`src/msc_pkg.sv`:
```
package msc_pkg;
  localparam int unsigned CLK_HZ = 10_000_000;
  // Minimum reset pulse in nanoseconds; a longer low starts a module reset.
  localparam int unsigned RESET_MIN_NS = 10_000;
  // Least time rounds up to whole cycles.
  localparam int unsigned RESET_MIN_CYC = (RESET_MIN_NS * (CLK_HZ / 1_000_000) + 999) / 1000;
  localparam int unsigned RST_CNT_W = 8;
  localparam logic [RST_CNT_W-1:0] RESET_FILT_CNT = RST_CNT_W'(RESET_MIN_CYC);
  localparam int unsigned LANES = 4;
  localparam int unsigned FLAG_FIRST = 3;
  localparam int unsigned FLAG_LAST = 21;
  localparam int unsigned FLAG_BYTES = FLAG_LAST - FLAG_FIRST + 1;
  localparam logic [6:0] DEV_ADDR = 7'h50;
  localparam logic [7:0] STATUS_BYTE = 8'h02;
  localparam int unsigned NOT_READY_BIT = 0;
  localparam logic [7:0] POWER_CTRL_BYTE = 8'h5d;
  localparam int unsigned PWR_OVERRIDE_BIT = 0;
  localparam int unsigned PWR_SET_BIT = 1;
  localparam int unsigned HIGH_CLASS_BIT = 2;
  localparam logic [2:0] POWER_CTRL_RESET = 3'h0;
  localparam logic IN_MODE_RESET = 1'b0;
  localparam logic OUT_MODE_RESET = 1'b0;
  typedef enum logic [1:0] {MSC_RUN, MSC_IN_RESET} msc_state_t;
endpackage : msc_pkg

```
`src/msc_sync_if.sv`:
```
`timescale 1ns/100ps
interface msc_sync_if;
  logic select_n;
  logic reset_n;
  logic dual_in;
  modport src (output select_n, output reset_n, output dual_in);
  modport dst (input select_n, input reset_n, input dual_in);
endinterface : msc_sync_if

```
`src/msc_sync.sv`:
```
`timescale 1ns/100ps
module msc_sync
  import msc_pkg::*;
(
  input wire logic clk_i,
  input wire logic reset_n_i,
  input wire logic module_select_n_i,
  input wire logic module_reset_n_i,
  input wire logic power_or_txoff_pin_i,
  msc_sync_if.src sync
);
  logic [2:0] stage1_reg;
  logic [2:0] stage2_reg;

  // Idle levels are the pulled-up levels, so nothing spurious happens at release.
  always_ff @(posedge clk_i or negedge reset_n_i) begin
    if (!reset_n_i) begin
      stage1_reg <= 3'h7;
      stage2_reg <= 3'h7;
    end else begin
      stage1_reg <= {power_or_txoff_pin_i, module_reset_n_i, module_select_n_i};
      stage2_reg <= stage1_reg;
    end
  end

  assign sync.select_n = stage2_reg[0];
  assign sync.reset_n = stage2_reg[1];
  assign sync.dual_in = stage2_reg[2];
endmodule : msc_sync

```
`src/msc_sideband.sv`:
```
`timescale 1ns/100ps
// Function
// Select low lets the module answer and acknowledge management bus traffic.
// Select high means no answer and no acknowledge on the bus.
// Host waits settling times around select changes before bus traffic.
// Reset input low longer than 10 us resets every user setting.
// Dual input is active high and means low power request after reset.
// Input may become transmit-off by software, except while reset runs.
// Low power mode: transmit-off inactive; power from pin plus byte 93 bits 0-2.
// Transmit-off mode: low power inactive; pin 1 disables, 0 enables transmitters.
// Switch to transmit-off with pin high disables transmitters, leaves low power.
// Switch with pin low changes meaning only; power follows override bits.
// Presence output is held low while the module is inserted.
// Dual output is active-low open-collector, interrupt after reset.
// Output may become receive-loss by software, except while reset runs.
// Interrupt mode drives low on fault or any unmasked flag.
// After reset, with not-ready clear, reading that bit releases interrupt.
// Other causes release only after their flag is read; the fault cause follows fault_i and releases the pin as soon as it drops.
// Receive-loss mode drives low while any lane has loss.
// Transmitters stay disabled while held in reset.
// Receiver outputs squelch whenever receive loss is indicated; squelch here follows lane loss only in receive-loss mode.
// Flag bytes 3 to 21 are read-only and clear on read.
// Bus address is 1010000 with the last bit giving direction.
// Reset pulses shorter than the minimum are filtered out.
// Select, reset and dual input are synchronised before use.
module msc_sideband
  import msc_pkg::*;
(
  input wire logic clk_i,
  input wire logic reset_n_i,
  input wire logic module_select_n_i,
  input wire logic module_reset_n_i,
  input wire logic power_or_txoff_pin_i,
  input wire logic [6:0] bus_addr_i,
  input wire logic bus_start_i,
  input wire logic reg_wr_i,
  input wire logic reg_rd_i,
  input wire logic [7:0] reg_addr_i,
  input wire logic [7:0] reg_wdata_i,
  input wire logic set_in_mode_i,
  input wire logic set_out_mode_i,
  input wire logic [FLAG_BYTES-1:0] flag_event_i,
  input wire logic [FLAG_BYTES-1:0] flag_mask_i,
  input wire logic fault_i,
  input wire logic data_not_ready_i,
  input wire logic [LANES-1:0] lane_los_i,
  output logic bus_ack_o,
  output logic [FLAG_BYTES-1:0] flags_o,
  output logic [2:0] power_ctrl_o,
  output logic in_mode_txoff_o,
  output logic out_mode_los_o,
  output logic low_power_o,
  output logic tx_disable_o,
  output logic rx_squelch_o,
  output logic module_in_reset_o,
  output logic presence_n_o,
  output logic presence_n_oe_o,
  output logic irq_or_los_pin_o,
  output logic irq_or_los_pin_oe_o
);
  msc_sync_if sync ();
  msc_state_t state_reg;
  msc_state_t state_next;
  logic [RST_CNT_W-1:0] low_cnt_reg;
  logic in_mode_reg;
  logic out_mode_reg;
  logic [2:0] power_ctrl_reg;
  logic [FLAG_BYTES-1:0] flag_reg;
  logic reset_irq_reg;
  logic bus_ack_reg;
  logic module_in_reset_reg;
  logic presence_n_reg;
  logic presence_oe_reg;
  logic irq_pin_level_reg;
  logic low_power_reg;
  logic tx_disable_reg;
  logic rx_squelch_reg;
  logic pin_low_reg;
  logic in_reset;
  logic in_lp;
  logic in_txoff;
  logic lp_next;
  logic txd_next;
  logic any_los;
  logic irq_active;
  logic rd_status;
  logic bus_selected;
  logic addr_match;
  logic power_wr;
  logic fault_cause;
  logic flag_cause;
  logic reset_cause;
  logic pin_low_next;
  wire logic [FLAG_BYTES-1:0] flag_rd_hit;

  msc_sync u_sync (
    .clk_i(clk_i),
    .reset_n_i(reset_n_i),
    .module_select_n_i(module_select_n_i),
    .module_reset_n_i(module_reset_n_i),
    .power_or_txoff_pin_i(power_or_txoff_pin_i),
    .sync(sync)
  );

  assign in_reset = (state_reg == MSC_IN_RESET);

  // Low time of the reset input; it saturates so a long hold stays in reset.
  always_ff @(posedge clk_i or negedge reset_n_i) begin
    if (!reset_n_i) begin
      low_cnt_reg <= '0;
    end else if (sync.reset_n) begin
      low_cnt_reg <= '0;
    end else if (low_cnt_reg != RESET_FILT_CNT) begin
      low_cnt_reg <= low_cnt_reg + RST_CNT_W'(1);
    end
  end

  always_comb begin
    state_next = state_reg;
    unique case (state_reg)
      MSC_RUN: begin
        if (!sync.reset_n && low_cnt_reg == RESET_FILT_CNT) begin
          state_next = MSC_IN_RESET;
        end
      end
      MSC_IN_RESET: begin
        if (sync.reset_n) begin
          state_next = MSC_RUN;
        end
      end
      default: state_next = MSC_IN_RESET;
    endcase
  end

  always_ff @(posedge clk_i or negedge reset_n_i) begin
    if (!reset_n_i) begin
      state_reg <= MSC_IN_RESET;
    end else begin
      state_reg <= state_next;
    end
  end

  // A registered copy keeps the status output free of decode glitches.
  always_ff @(posedge clk_i or negedge reset_n_i) begin
    if (!reset_n_i) begin
      module_in_reset_reg <= 1'b1;
    end else begin
      module_in_reset_reg <= (state_next == MSC_IN_RESET);
    end
  end

  // Mode selections are refused while a reset runs and return to defaults.
  always_ff @(posedge clk_i or negedge reset_n_i) begin
    if (!reset_n_i) begin
      in_mode_reg <= IN_MODE_RESET;
    end else if (in_reset) begin
      in_mode_reg <= IN_MODE_RESET;
    end else if (set_in_mode_i) begin
      in_mode_reg <= 1'b1;
    end
  end

  always_ff @(posedge clk_i or negedge reset_n_i) begin
    if (!reset_n_i) begin
      out_mode_reg <= OUT_MODE_RESET;
    end else if (in_reset) begin
      out_mode_reg <= OUT_MODE_RESET;
    end else if (set_out_mode_i) begin
      out_mode_reg <= 1'b1;
    end
  end

  // A write to any other byte is left to the bus engine's own memory.
  assign power_wr = reg_wr_i && reg_addr_i == POWER_CTRL_BYTE;

  // Power control byte written over the management bus.
  always_ff @(posedge clk_i or negedge reset_n_i) begin
    if (!reset_n_i) begin
      power_ctrl_reg <= POWER_CTRL_RESET;
    end else if (in_reset) begin
      power_ctrl_reg <= POWER_CTRL_RESET;
    end else if (power_wr) begin
      power_ctrl_reg <= {reg_wdata_i[HIGH_CLASS_BIT], reg_wdata_i[PWR_SET_BIT], reg_wdata_i[PWR_OVERRIDE_BIT]};
    end
  end

  // Each address phase is judged on the synchronised select level of its own cycle.
  assign bus_selected = !sync.select_n;
  assign addr_match = bus_addr_i == DEV_ADDR;

  // Acknowledge only when selected and addressed; the bit after the address is direction.
  always_ff @(posedge clk_i or negedge reset_n_i) begin
    if (!reset_n_i) begin
      bus_ack_reg <= 1'b0;
    end else begin
      bus_ack_reg <= bus_start_i && bus_selected && addr_match;
    end
  end

  // Flag bytes: set wins over a clear-on-read in the same cycle.
  genvar g;
  generate
    for (g = 0; g < FLAG_BYTES; g++) begin : g_flag
      // Per-byte read strobe for the clear-on-read flags.
      assign flag_rd_hit[g] = reg_rd_i && reg_addr_i == 8'(FLAG_FIRST + g);
      always_ff @(posedge clk_i or negedge reset_n_i) begin
        if (!reset_n_i) begin
          flag_reg[g] <= 1'b0;
        end else if (in_reset) begin
          flag_reg[g] <= 1'b0;
        end else if (flag_event_i[g]) begin
          flag_reg[g] <= 1'b1;
        end else if (flag_rd_hit[g]) begin
          flag_reg[g] <= 1'b0;
        end
      end
    end
  endgenerate

  assign rd_status = reg_rd_i && reg_addr_i == STATUS_BYTE;

  // Reset-caused interrupt stands until not-ready is clear and has been read.
  always_ff @(posedge clk_i or negedge reset_n_i) begin
    if (!reset_n_i) begin
      reset_irq_reg <= 1'b1;
    end else if (in_reset) begin
      reset_irq_reg <= 1'b1;
    end else if (rd_status && !data_not_ready_i) begin
      reset_irq_reg <= 1'b0;
    end
  end

  assign in_txoff = in_mode_reg;
  assign in_lp = !in_mode_reg;
  assign any_los = |lane_los_i;

  // Causes are kept apart so that each one can be traced to its own release path.
  assign fault_cause = fault_i;
  assign flag_cause = |(flag_reg & ~flag_mask_i);
  // The reset cause waits for the reset to end, so the pin does not flicker while settings clear.
  assign reset_cause = reset_irq_reg && !in_reset;
  assign irq_active = fault_cause || flag_cause || reset_cause;

  // Outside reset, only the transmit-off meaning of the pin may switch the transmitters off.
  always_comb begin
    txd_next = 1'b0;
    if (in_txoff) begin
      // A switch with the pin high disables at once, and with the override bit clear low power is dropped in the same cycle.
      txd_next = sync.dual_in;
    end
    if (in_reset) begin
      txd_next = 1'b1;
    end
  end

  // The override bit hands the decision from the pin to the power-set bit in either mode.
  always_comb begin
    lp_next = 1'b0;
    if (power_ctrl_reg[PWR_OVERRIDE_BIT]) begin
      lp_next = power_ctrl_reg[PWR_SET_BIT];
    end else if (in_lp) begin
      lp_next = sync.dual_in;
    end
  end

  // Which condition owns the shared pin depends only on the output mode.
  always_comb begin
    if (out_mode_reg) begin
      pin_low_next = any_los;
    end else begin
      pin_low_next = irq_active;
    end
  end

  // Low power comes up set so that nothing draws full power before the pin is known.
  always_ff @(posedge clk_i or negedge reset_n_i) begin
    if (!reset_n_i) begin
      low_power_reg <= 1'b1;
    end else begin
      low_power_reg <= lp_next;
    end
  end

  always_ff @(posedge clk_i or negedge reset_n_i) begin
    if (!reset_n_i) begin
      tx_disable_reg <= 1'b1;
    end else begin
      tx_disable_reg <= txd_next;
    end
  end

  // Squelch follows the loss meaning of the pin; in interrupt mode the host learns of loss from the flags.
  always_ff @(posedge clk_i or negedge reset_n_i) begin
    if (!reset_n_i) begin
      rx_squelch_reg <= 1'b0;
    end else begin
      rx_squelch_reg <= out_mode_reg && any_los;
    end
  end

  // One register on the pin keeps the open-collector enable free of decode glitches.
  always_ff @(posedge clk_i or negedge reset_n_i) begin
    if (!reset_n_i) begin
      pin_low_reg <= 1'b0;
    end else begin
      pin_low_reg <= pin_low_next;
    end
  end

  // Presence is a static pull to ground whenever the logic is powered.
  always_ff @(posedge clk_i or negedge reset_n_i) begin
    if (!reset_n_i) begin
      presence_n_reg <= 1'b0;
      presence_oe_reg <= 1'b1;
    end else begin
      presence_n_reg <= 1'b0;
      presence_oe_reg <= 1'b1;
    end
  end

  // The dual output only ever pulls low, so its level never leaves zero.
  always_ff @(posedge clk_i or negedge reset_n_i) begin
    if (!reset_n_i) begin
      irq_pin_level_reg <= 1'b0;
    end else begin
      irq_pin_level_reg <= 1'b0;
    end
  end

  assign bus_ack_o = bus_ack_reg;
  assign flags_o = flag_reg;
  assign power_ctrl_o = power_ctrl_reg;
  assign in_mode_txoff_o = in_mode_reg;
  assign out_mode_los_o = out_mode_reg;
  assign low_power_o = low_power_reg;
  assign tx_disable_o = tx_disable_reg;
  assign rx_squelch_o = rx_squelch_reg;
  assign module_in_reset_o = module_in_reset_reg;
  assign presence_n_o = presence_n_reg;
  assign presence_n_oe_o = presence_oe_reg;
  assign irq_or_los_pin_o = irq_pin_level_reg;
  assign irq_or_los_pin_oe_o = pin_low_reg;
endmodule : msc_sideband

```
`config.mk`:
```
export PLATFORM = sky130hd
export DESIGN_NAME = msc_sideband
export DESIGN_NICKNAME = d
export VERILOG_FILES = /design/src/msc_pkg.sv /design/src/msc_sync_if.sv /design/src/msc_sync.sv /design/src/msc_sideband.sv
export SDC_FILE = /design/constraint.sdc
export NUM_CORES = 1
export LEC_CHECK = 0
export ABC_AREA = 1
export BUFFER_PORTS_ARGS = -buffer_cell sky130_fd_sc_hd__buf_2
export CAP_MARGIN = 15
export CORE_ASPECT_RATIO = 2
export CORE_MARGIN = 5
export CORE_UTILIZATION = 48
export CTS_BUF_LIST = sky130_fd_sc_hd__clkbuf_4
export CTS_CLUSTER_DIAMETER = 100
export DETAILED_ROUTE_END_ITERATION = 7
export PLACE_DENSITY_LB_ADDON = 0.1
export REMOVE_ABC_BUFFERS = 1
export SYNTH_ARGS = -nofsm -noshare
export SYNTH_HDL_FRONTEND = slang
export SYNTH_SLANG_ARGS = --single-unit
export TNS_END_PERCENT = 20
```
`constraint.sdc`:
```
create_clock -name clk_i -period 1.2 [get_ports clk_i]
set_input_delay 0 -clock clk_i [delete_from_list [all_inputs] [get_ports clk_i]]
set_output_delay 0 -clock clk_i [all_outputs]
set_load 0.02 [all_outputs]
```
After elaboration in Yosys (flattened, before gate mapping)
Index checks and enable logic that the tools add are counted.
{"block": "classes", "eq_ne": 26, "n_addsub": 1, "n_reduce_logical": 60, "mux": 75, "n_bitwise": 2}
{"cell": "$mux W1", "n": 68}
{"cell": "$eq A8 B4 Y1 const B", "n": 8}
{"cell": "$reduce_bool A3 Y1", "n": 19}
{"cell": "$eq A8 B5 Y1 const B", "n": 6}
{"cell": "$eq A8 B3 Y1 const B", "n": 4}
{"cell": "$logic_and A1 B1 Y1", "n": 27}
{"cell": "$and A19 B19 Y19", "n": 1}
{"cell": "$not A19 Y19", "n": 1}
{"cell": "$reduce_or A19 Y1", "n": 1}
{"cell": "$eq A8 B2 Y1 const B", "n": 2}
{"cell": "$eq A8 B7 Y1 const B", "n": 2}
{"cell": "$mux W8", "n": 2}
{"cell": "$reduce_bool A2 Y1", "n": 5}
{"cell": "$add A8 B1 Y8 const B", "n": 1}
{"cell": "$ne A8 B7 Y1 const B", "n": 1}
{"cell": "$eq A7 B7 Y1 const B", "n": 1}
{"cell": "$mux W3", "n": 2}
{"cell": "$eq A2 B1 Y1 const B", "n": 2}
{"cell": "$logic_not A1 Y1", "n": 4}
{"cell": "$mux W2", "n": 2}
{"cell": "$pmux W2 S2", "n": 1}
{"cell": "$reduce_or A4 Y1", "n": 1}
{"cell": "$logic_not A2 Y1", "n": 1}
{"cell": "$logic_or A1 B1 Y1", "n": 2}
{"block": "word_totals", "regBits": 47, "word_cells": 197, "inputBits": 77}

Longest topological paths before layout
{"block": "depth", "depth_word": 6, "mapped_depth": 9, "depth_no_buf": 9}

By module
From an unflattened synthesis, not the netlist that was laid out.
{"block": "unflattened", "cells_unflattened": 306, "hier_area_um2": 2338.5}
{"module": "msc_sideband", "cells_per_inst": 300, "n_inst": 1, "seq_area_each_um2": 1032.2, "area_per_inst_um2": 2180.8}
{"module": "msc_sync", "cells_per_inst": 6, "n_inst": 1, "seq_area_each_um2": 157.7, "area_per_inst_um2": 157.7}

Worst setup path after synthesis
OpenSTA, ideal clock, no wires.
{"block": "synth_path", "kind": "register to register", "start": "reg state_reg[0]", "end": "reg pin_low_reg (netlist: irq_or_los_pin_oe_o)", "arrival_ns": 1.020, "slack_ns": 0.064, "path_buffers": 0, "stages_incl_launch_ff": 8, "required_ns": 1.084, "synth_period_minus_slack_ns": 1.136, "path_cell_list": "dfstp_2 > nand2_1 > nand2_1 > nand3_1 > nor2_1 > nand2_1 > nand2_1 > nand2_1"}
{"block": "synth_via", "elab_chain_cells": 5}
{"element": "start, declared", "line_no": "msc_sideband.sv:62", "rtl": "msc_state_t state_reg;"}
{"element": "start signal, assigned", "line_no": "msc_sideband.sv:139", "rtl": "state_reg <= state_next;"}
{"element": "$eq A2 B1 Y1", "line_no": "msc_sideband.sv:105", "rtl": "assign in_reset = (state_reg == MSC_IN_RESET);"}
{"element": "$logic_not A1 Y1", "line_no": "msc_sideband.sv:241", "rtl": "assign reset_cause = reset_irq_reg && !in_reset;"}
{"element": "$logic_and A1 B1 Y1", "line_no": "msc_sideband.sv:241"}
{"element": "$logic_or A1 B1 Y1", "line_no": "msc_sideband.sv:242", "rtl": "assign irq_active = fault_cause || flag_cause || reset_cause;"}
{"element": "$mux W1", "line_no": "msc_sideband.sv:268", "rtl": "if (out_mode_reg) begin"}
{"element": "net pin_low_next", "line_no": "msc_sideband.sv:93", "rtl": "logic pin_low_next;"}
{"element": "end signal, assigned", "line_no": "msc_sideband.sv:306", "rtl": "pin_low_reg <= pin_low_next;"}
{"element": "end, declared", "line_no": "msc_sideband.sv:78", "rtl": "logic pin_low_reg;"}
The timed path passes the listed nets, and every way through them passes these cells.
A chain may end at the register's enable or synchronous reset.

Final worst setup path
{"block": "layout_path", "start": "reg low_cnt_reg[0]", "end": "reg low_cnt_reg[3]"}
{"block": "layout_via", "elab_chain_cells": 3, "word_cells_on_any_way": 5}
{"element": "start, declared", "line_no": "msc_sideband.sv:64", "rtl": "logic [RST_CNT_W-1:0] low_cnt_reg;"}
{"element": "start signal, assigned", "line_no": "msc_sideband.sv:114", "rtl": "low_cnt_reg <= low_cnt_reg + RST_CNT_W'(1);"}
{"element": "$add A8 B1 Y8", "line_no": "msc_sideband.sv:114"}
{"element": "$mux W8", "line_no": "msc_sideband.sv:113", "rtl": "end else if (low_cnt_reg != RESET_FILT_CNT) begin"}
{"element": "$mux W8", "line_no": "msc_sideband.sv:111", "rtl": "end else if (sync.reset_n) begin"}
Several ways; a longest one is shown, not always the timed one. The select of a mux whose other input is x is not followed.

==> summary.txt <==
Placement
  – Setup WS pre-CTS: -1.95 ps
  – Instance area at placement: 2920 sq um
  – Gp weighted congestion: 0.829
  – Estimated wirelength of the detail-placed design: 4770 um
  – Port buffer count: 101

Synthesis
  – Top post-synthesis cells by area: dfrtp_1, dfstp_2, nand2_1, nor2_1, inv_1
  – Post-synthesis instance area: 2300 sq um
  – Area leader, netlist: dfrtp_1
  – Adder and majority cell fraction of the synthesized area: 1.09%
  – Average cell area after synthesis: 7.94 sq um
  – Number of synthesized register bits: 47
  – Simple-gate share of the synthesized area: 29.4%
  – Most used DFF post-synth: dfrtp_1
  – Yosys synthesis warning count: 0
  – Sequential share of the synthesized area: 51.7%
  – Mux share of post-synthesis cell area: 0%
  – Share of the synthesized area in the top cell type: 39.1%
  – Largest family of logic cells by synthesized area: simple AND/OR/NAND/NOR gates
  – Async set or reset register ratio after synthesis: 100%
  – XOR/XNOR share of the synthesized area: 0.380%
  – Most instantiated cells after synthesis: nand2_1, nor2_1, inv_1
  – Most numerous cell in the Yosys netlist: nand2_1
  – Gate count after technology mapping: 290
  – Compound-cell area share of the yosys netlist: 8.20%
  – Unique cell type count in the Yosys netlist: 29
  – EDFF count, synth: 0

Critical path
  – Startpoint of the worst-slack reg-to-reg timing path: low_cnt_reg[0]$_DFFE_PN0N_
  – Standard cell with the maximum stage delay on the critical path: dfrtp_1
  – Critical path fanouts, max: 3
  – Ordered list of cells on the worst path: buf_4, nand3_1, nor2_1, buf_4, nand3b_1, nor2_1
  – Worst path top cell family by delay: simple AND/OR/NAND/NOR gates
  – Worst Path Arrival: 1470 ps
  – Kind of launch point of the worst setup path: flop
  – Data required time at the worst endpoint: 1510 ps
  – Path type of the worst setup path: reg2reg
  – RR Endpoint: low_cnt_reg[3]$_DFFE_PN0N_
  – Register-to-register setup slack: 40 ps
  – Worst R2R Path Depth: 6
  – Maximum single-stage delay on the critical path: 410 ps
  – Setup crit end kind: flop
  – Total buffers and inverters traversed by the critical path: 2

Power
  – Part of the power in combinational logic: 23.4%
  – Total leakage power: 1.80 nW
  – Total power per unit cell area: 1040 nW/um^2
  – Internal power contribution: 2.56 mW
  – Switch share: 30.1%
  – Part of the power in the clock network: 27.1%
  – Worst ir drop on vdd: 1.28 mV
  – Post-layout power: 3.66 mW
  – Net switching power: 1.10 mW
  – Part of the total power dissipated in sequential elements: 49.5%

Drt
  – Drt drc: 0
  – First-iteration detailed-routing DRC count: 90
  – Wirelength per Cell: 13.1 um
  – First-pass DRT Iterations: 5
  – Final wirelength: 6650 um
  – Number of nets with antenna violations after routing: 0
  – Number of vias after detailed routing: 2,445
  – Avg Vias per Cell: 4.83

Min path
  – Worst Hold Path EP: power_ctrl_o[1]$_DFFE_PN0P_
  – Hold WC Path Type: in2reg
  – Worst Hold Depth: 6
  – Hold Crit Start: reg_addr_i[7]

STA
  – Final Hold Violating Endpoints: 0
  – Final Cycle Share: 96.6%
  – Final-layout worst hold slack: 41.9 ps
  – Achievable frequency: 0.863 GHz
  – Setup skew after layout: 9.34 ps
  – Fin. max-slew vios: 0
  – Setup Viol. Count Final: 0
  – Crit path setup slack, layout: 41.4 ps
  – Clock period minus final worst setup slack: 1160 ps
  – Unrepaired setup endpoints after global routing: yes

Floorplanning
  – Die span in x: 59.0 um
  – Core area: 4640 sq um
  – Initial standard-cell utilization of the core: 49.6%
  – Chip Height: 108 um
  – Top-Level Pins: 110
  – Die Footprint: 6370 sq um
  – Core Rows: 35

Outcome
  – Run status: finished, final reports clean

Global routing
  – Pin count of the biggest net entering global routing: 48
  – Number of antenna violations at the first check in global routing: 0
  – Remaining global-route overflow: 0
  – Total GRT Usage: 22.3%
  – Vias in the first global route: 2,472
  – Wire length of the first global-routing pass: 10,800 um

Clocking
  – CTS max path bufs: 2
  – Clock tree from TritonCTS: built
  – CTS buffer count: 5
  – Root Buffer Master: clkbuf_4
  – Register clock-pin slew on the reported worst setup and hold paths: 150 ps
  – Depth of the CTS H-tree: 2
  – Sinks on the clock net: 47
  – Clock Latency Late Sink: 360 ps

Job
  – Max-capacitance violation count: 0

Finish
  – Flip-flop count of the largest register after layout: 19
  – Fraction of layout instances using a drive strength above 1: 34.7%
  – Growth of design area from synthesis to finish: 52.3%
  – Final net count: 527
  – Post-route standard cell area excluding fillers: 3510 sq um
==> kinds of logic after synthesis <==
| family | after synthesis |
|---|---|
| buffers and inverters | 51 |
| AO/OA/AOI/OAI | 37 |
| adder cells (fa/ha/maj) | 2 |
| XOR/XNOR | 1 |
| other | 2 |
| flip-flops | 47 |
| AND/OR/NAND/NOR | 150 |
==> metal layers <==
metal	vias up	track usage [%]	part of all wire (%)	wire length, um
met5	-	0	0	0
met4	0	12.0	3.5	235
met3	20	3.82	5.5	366
met2	79	42.6	60	3960
met1	1132	21.3	31	2080
li1	1214	-	-	-
==> placed cells by master (no fill, tap or decap), types with 2 or more instances in the layout <==
cell type,n
nand3_1,14
buf_4,9
conb_1,4
a21oi_1,24
o21ai_1,2
nor3_1,3
nor2_4,5
clkbuf_4,5
inv_2,4
buf_2,101
o21ai_0,9
diode_2,2
ha_2,2
nor2_2,5
nand2_2,5
dfstp_2,11
inv_1,42
buf_12,2
dfrtp_1,36
nand3b_1,4
nand2_1,64
dlygate4sd3_1,42
nor2_1,43
==> final cells by class <==
class	instances	area (sq um)
flip-flops and latches	47	1190
fillers	375	1130
repair buffers	154	1030
multi-input cells	194	952
inverters	46	173
well taps	55	68.8
clock inverters	3	47.5
clock buffers	5	37.5
diodes	2	5.00
==> worst reg2reg max path, stage by stage, from the launching register on <==
cell and delay [ps]:
dfrtp_1 410, buf_4 150, nand3_1 110, nor2_1 60, buf_4 140, nand3b_1 140
nor2_1 100
==> stage by stage <==
stage                     TNS, ps  util (%)  cells
after CTS                       0      74.3    500
after global routing         -174      75.4    504
after floorplan              -581         -    287
after global placement          0      63.0    449
final                           0      75.6    506
after detailed placement    -1.95      63.0    449
==> worst max path at each step <==
stage	start	cells past startpoint	end
finish	low_cnt_reg[0]$_DFFE_PN0N_	6	low_cnt_reg[3]$_DFFE_PN0N_
global route	flags_o[9]$_DFFE_PN0P_	8	irq_or_los_pin_oe_o$_DFF_PN0_
CTS	low_cnt_reg[0]$_DFFE_PN0N_	6	low_cnt_reg[6]$_DFFE_PN0N_
detailed placement	low_cnt_reg[0]$_DFFE_PN0N_	6	low_cnt_reg[1]$_DFFE_PN0N_
global placement	low_cnt_reg[0]$_DFFE_PN0N_	6	low_cnt_reg[1]$_DFFE_PN0N_
floorplan	state_reg[0]$_DFF_PN1_	3	flags_o[0]$_DFFE_PN0P_
==> power by group through the flow <==
stage	logic [mW]	registers (mW)	clock network, mW
floorplan	0.245	1.96	0
global placement	0.709	1.84	0
detailed placement	0.723	1.84	0
CTS	0.839	1.81	1.02
global route	0.947	1.83	1.09
finish	0.857	1.81	0.993
==> timing repair <==
item,4_1_cts,5_1_grt
pin swaps,1,14
endpoints found under the hold margin,78,0
hold buffers,42,0
endpoints found under the setup margin,3,11
buffers inserted,1,4
resized for setup,2,10
Note: power is estimated with default switching activity, not from simulation.
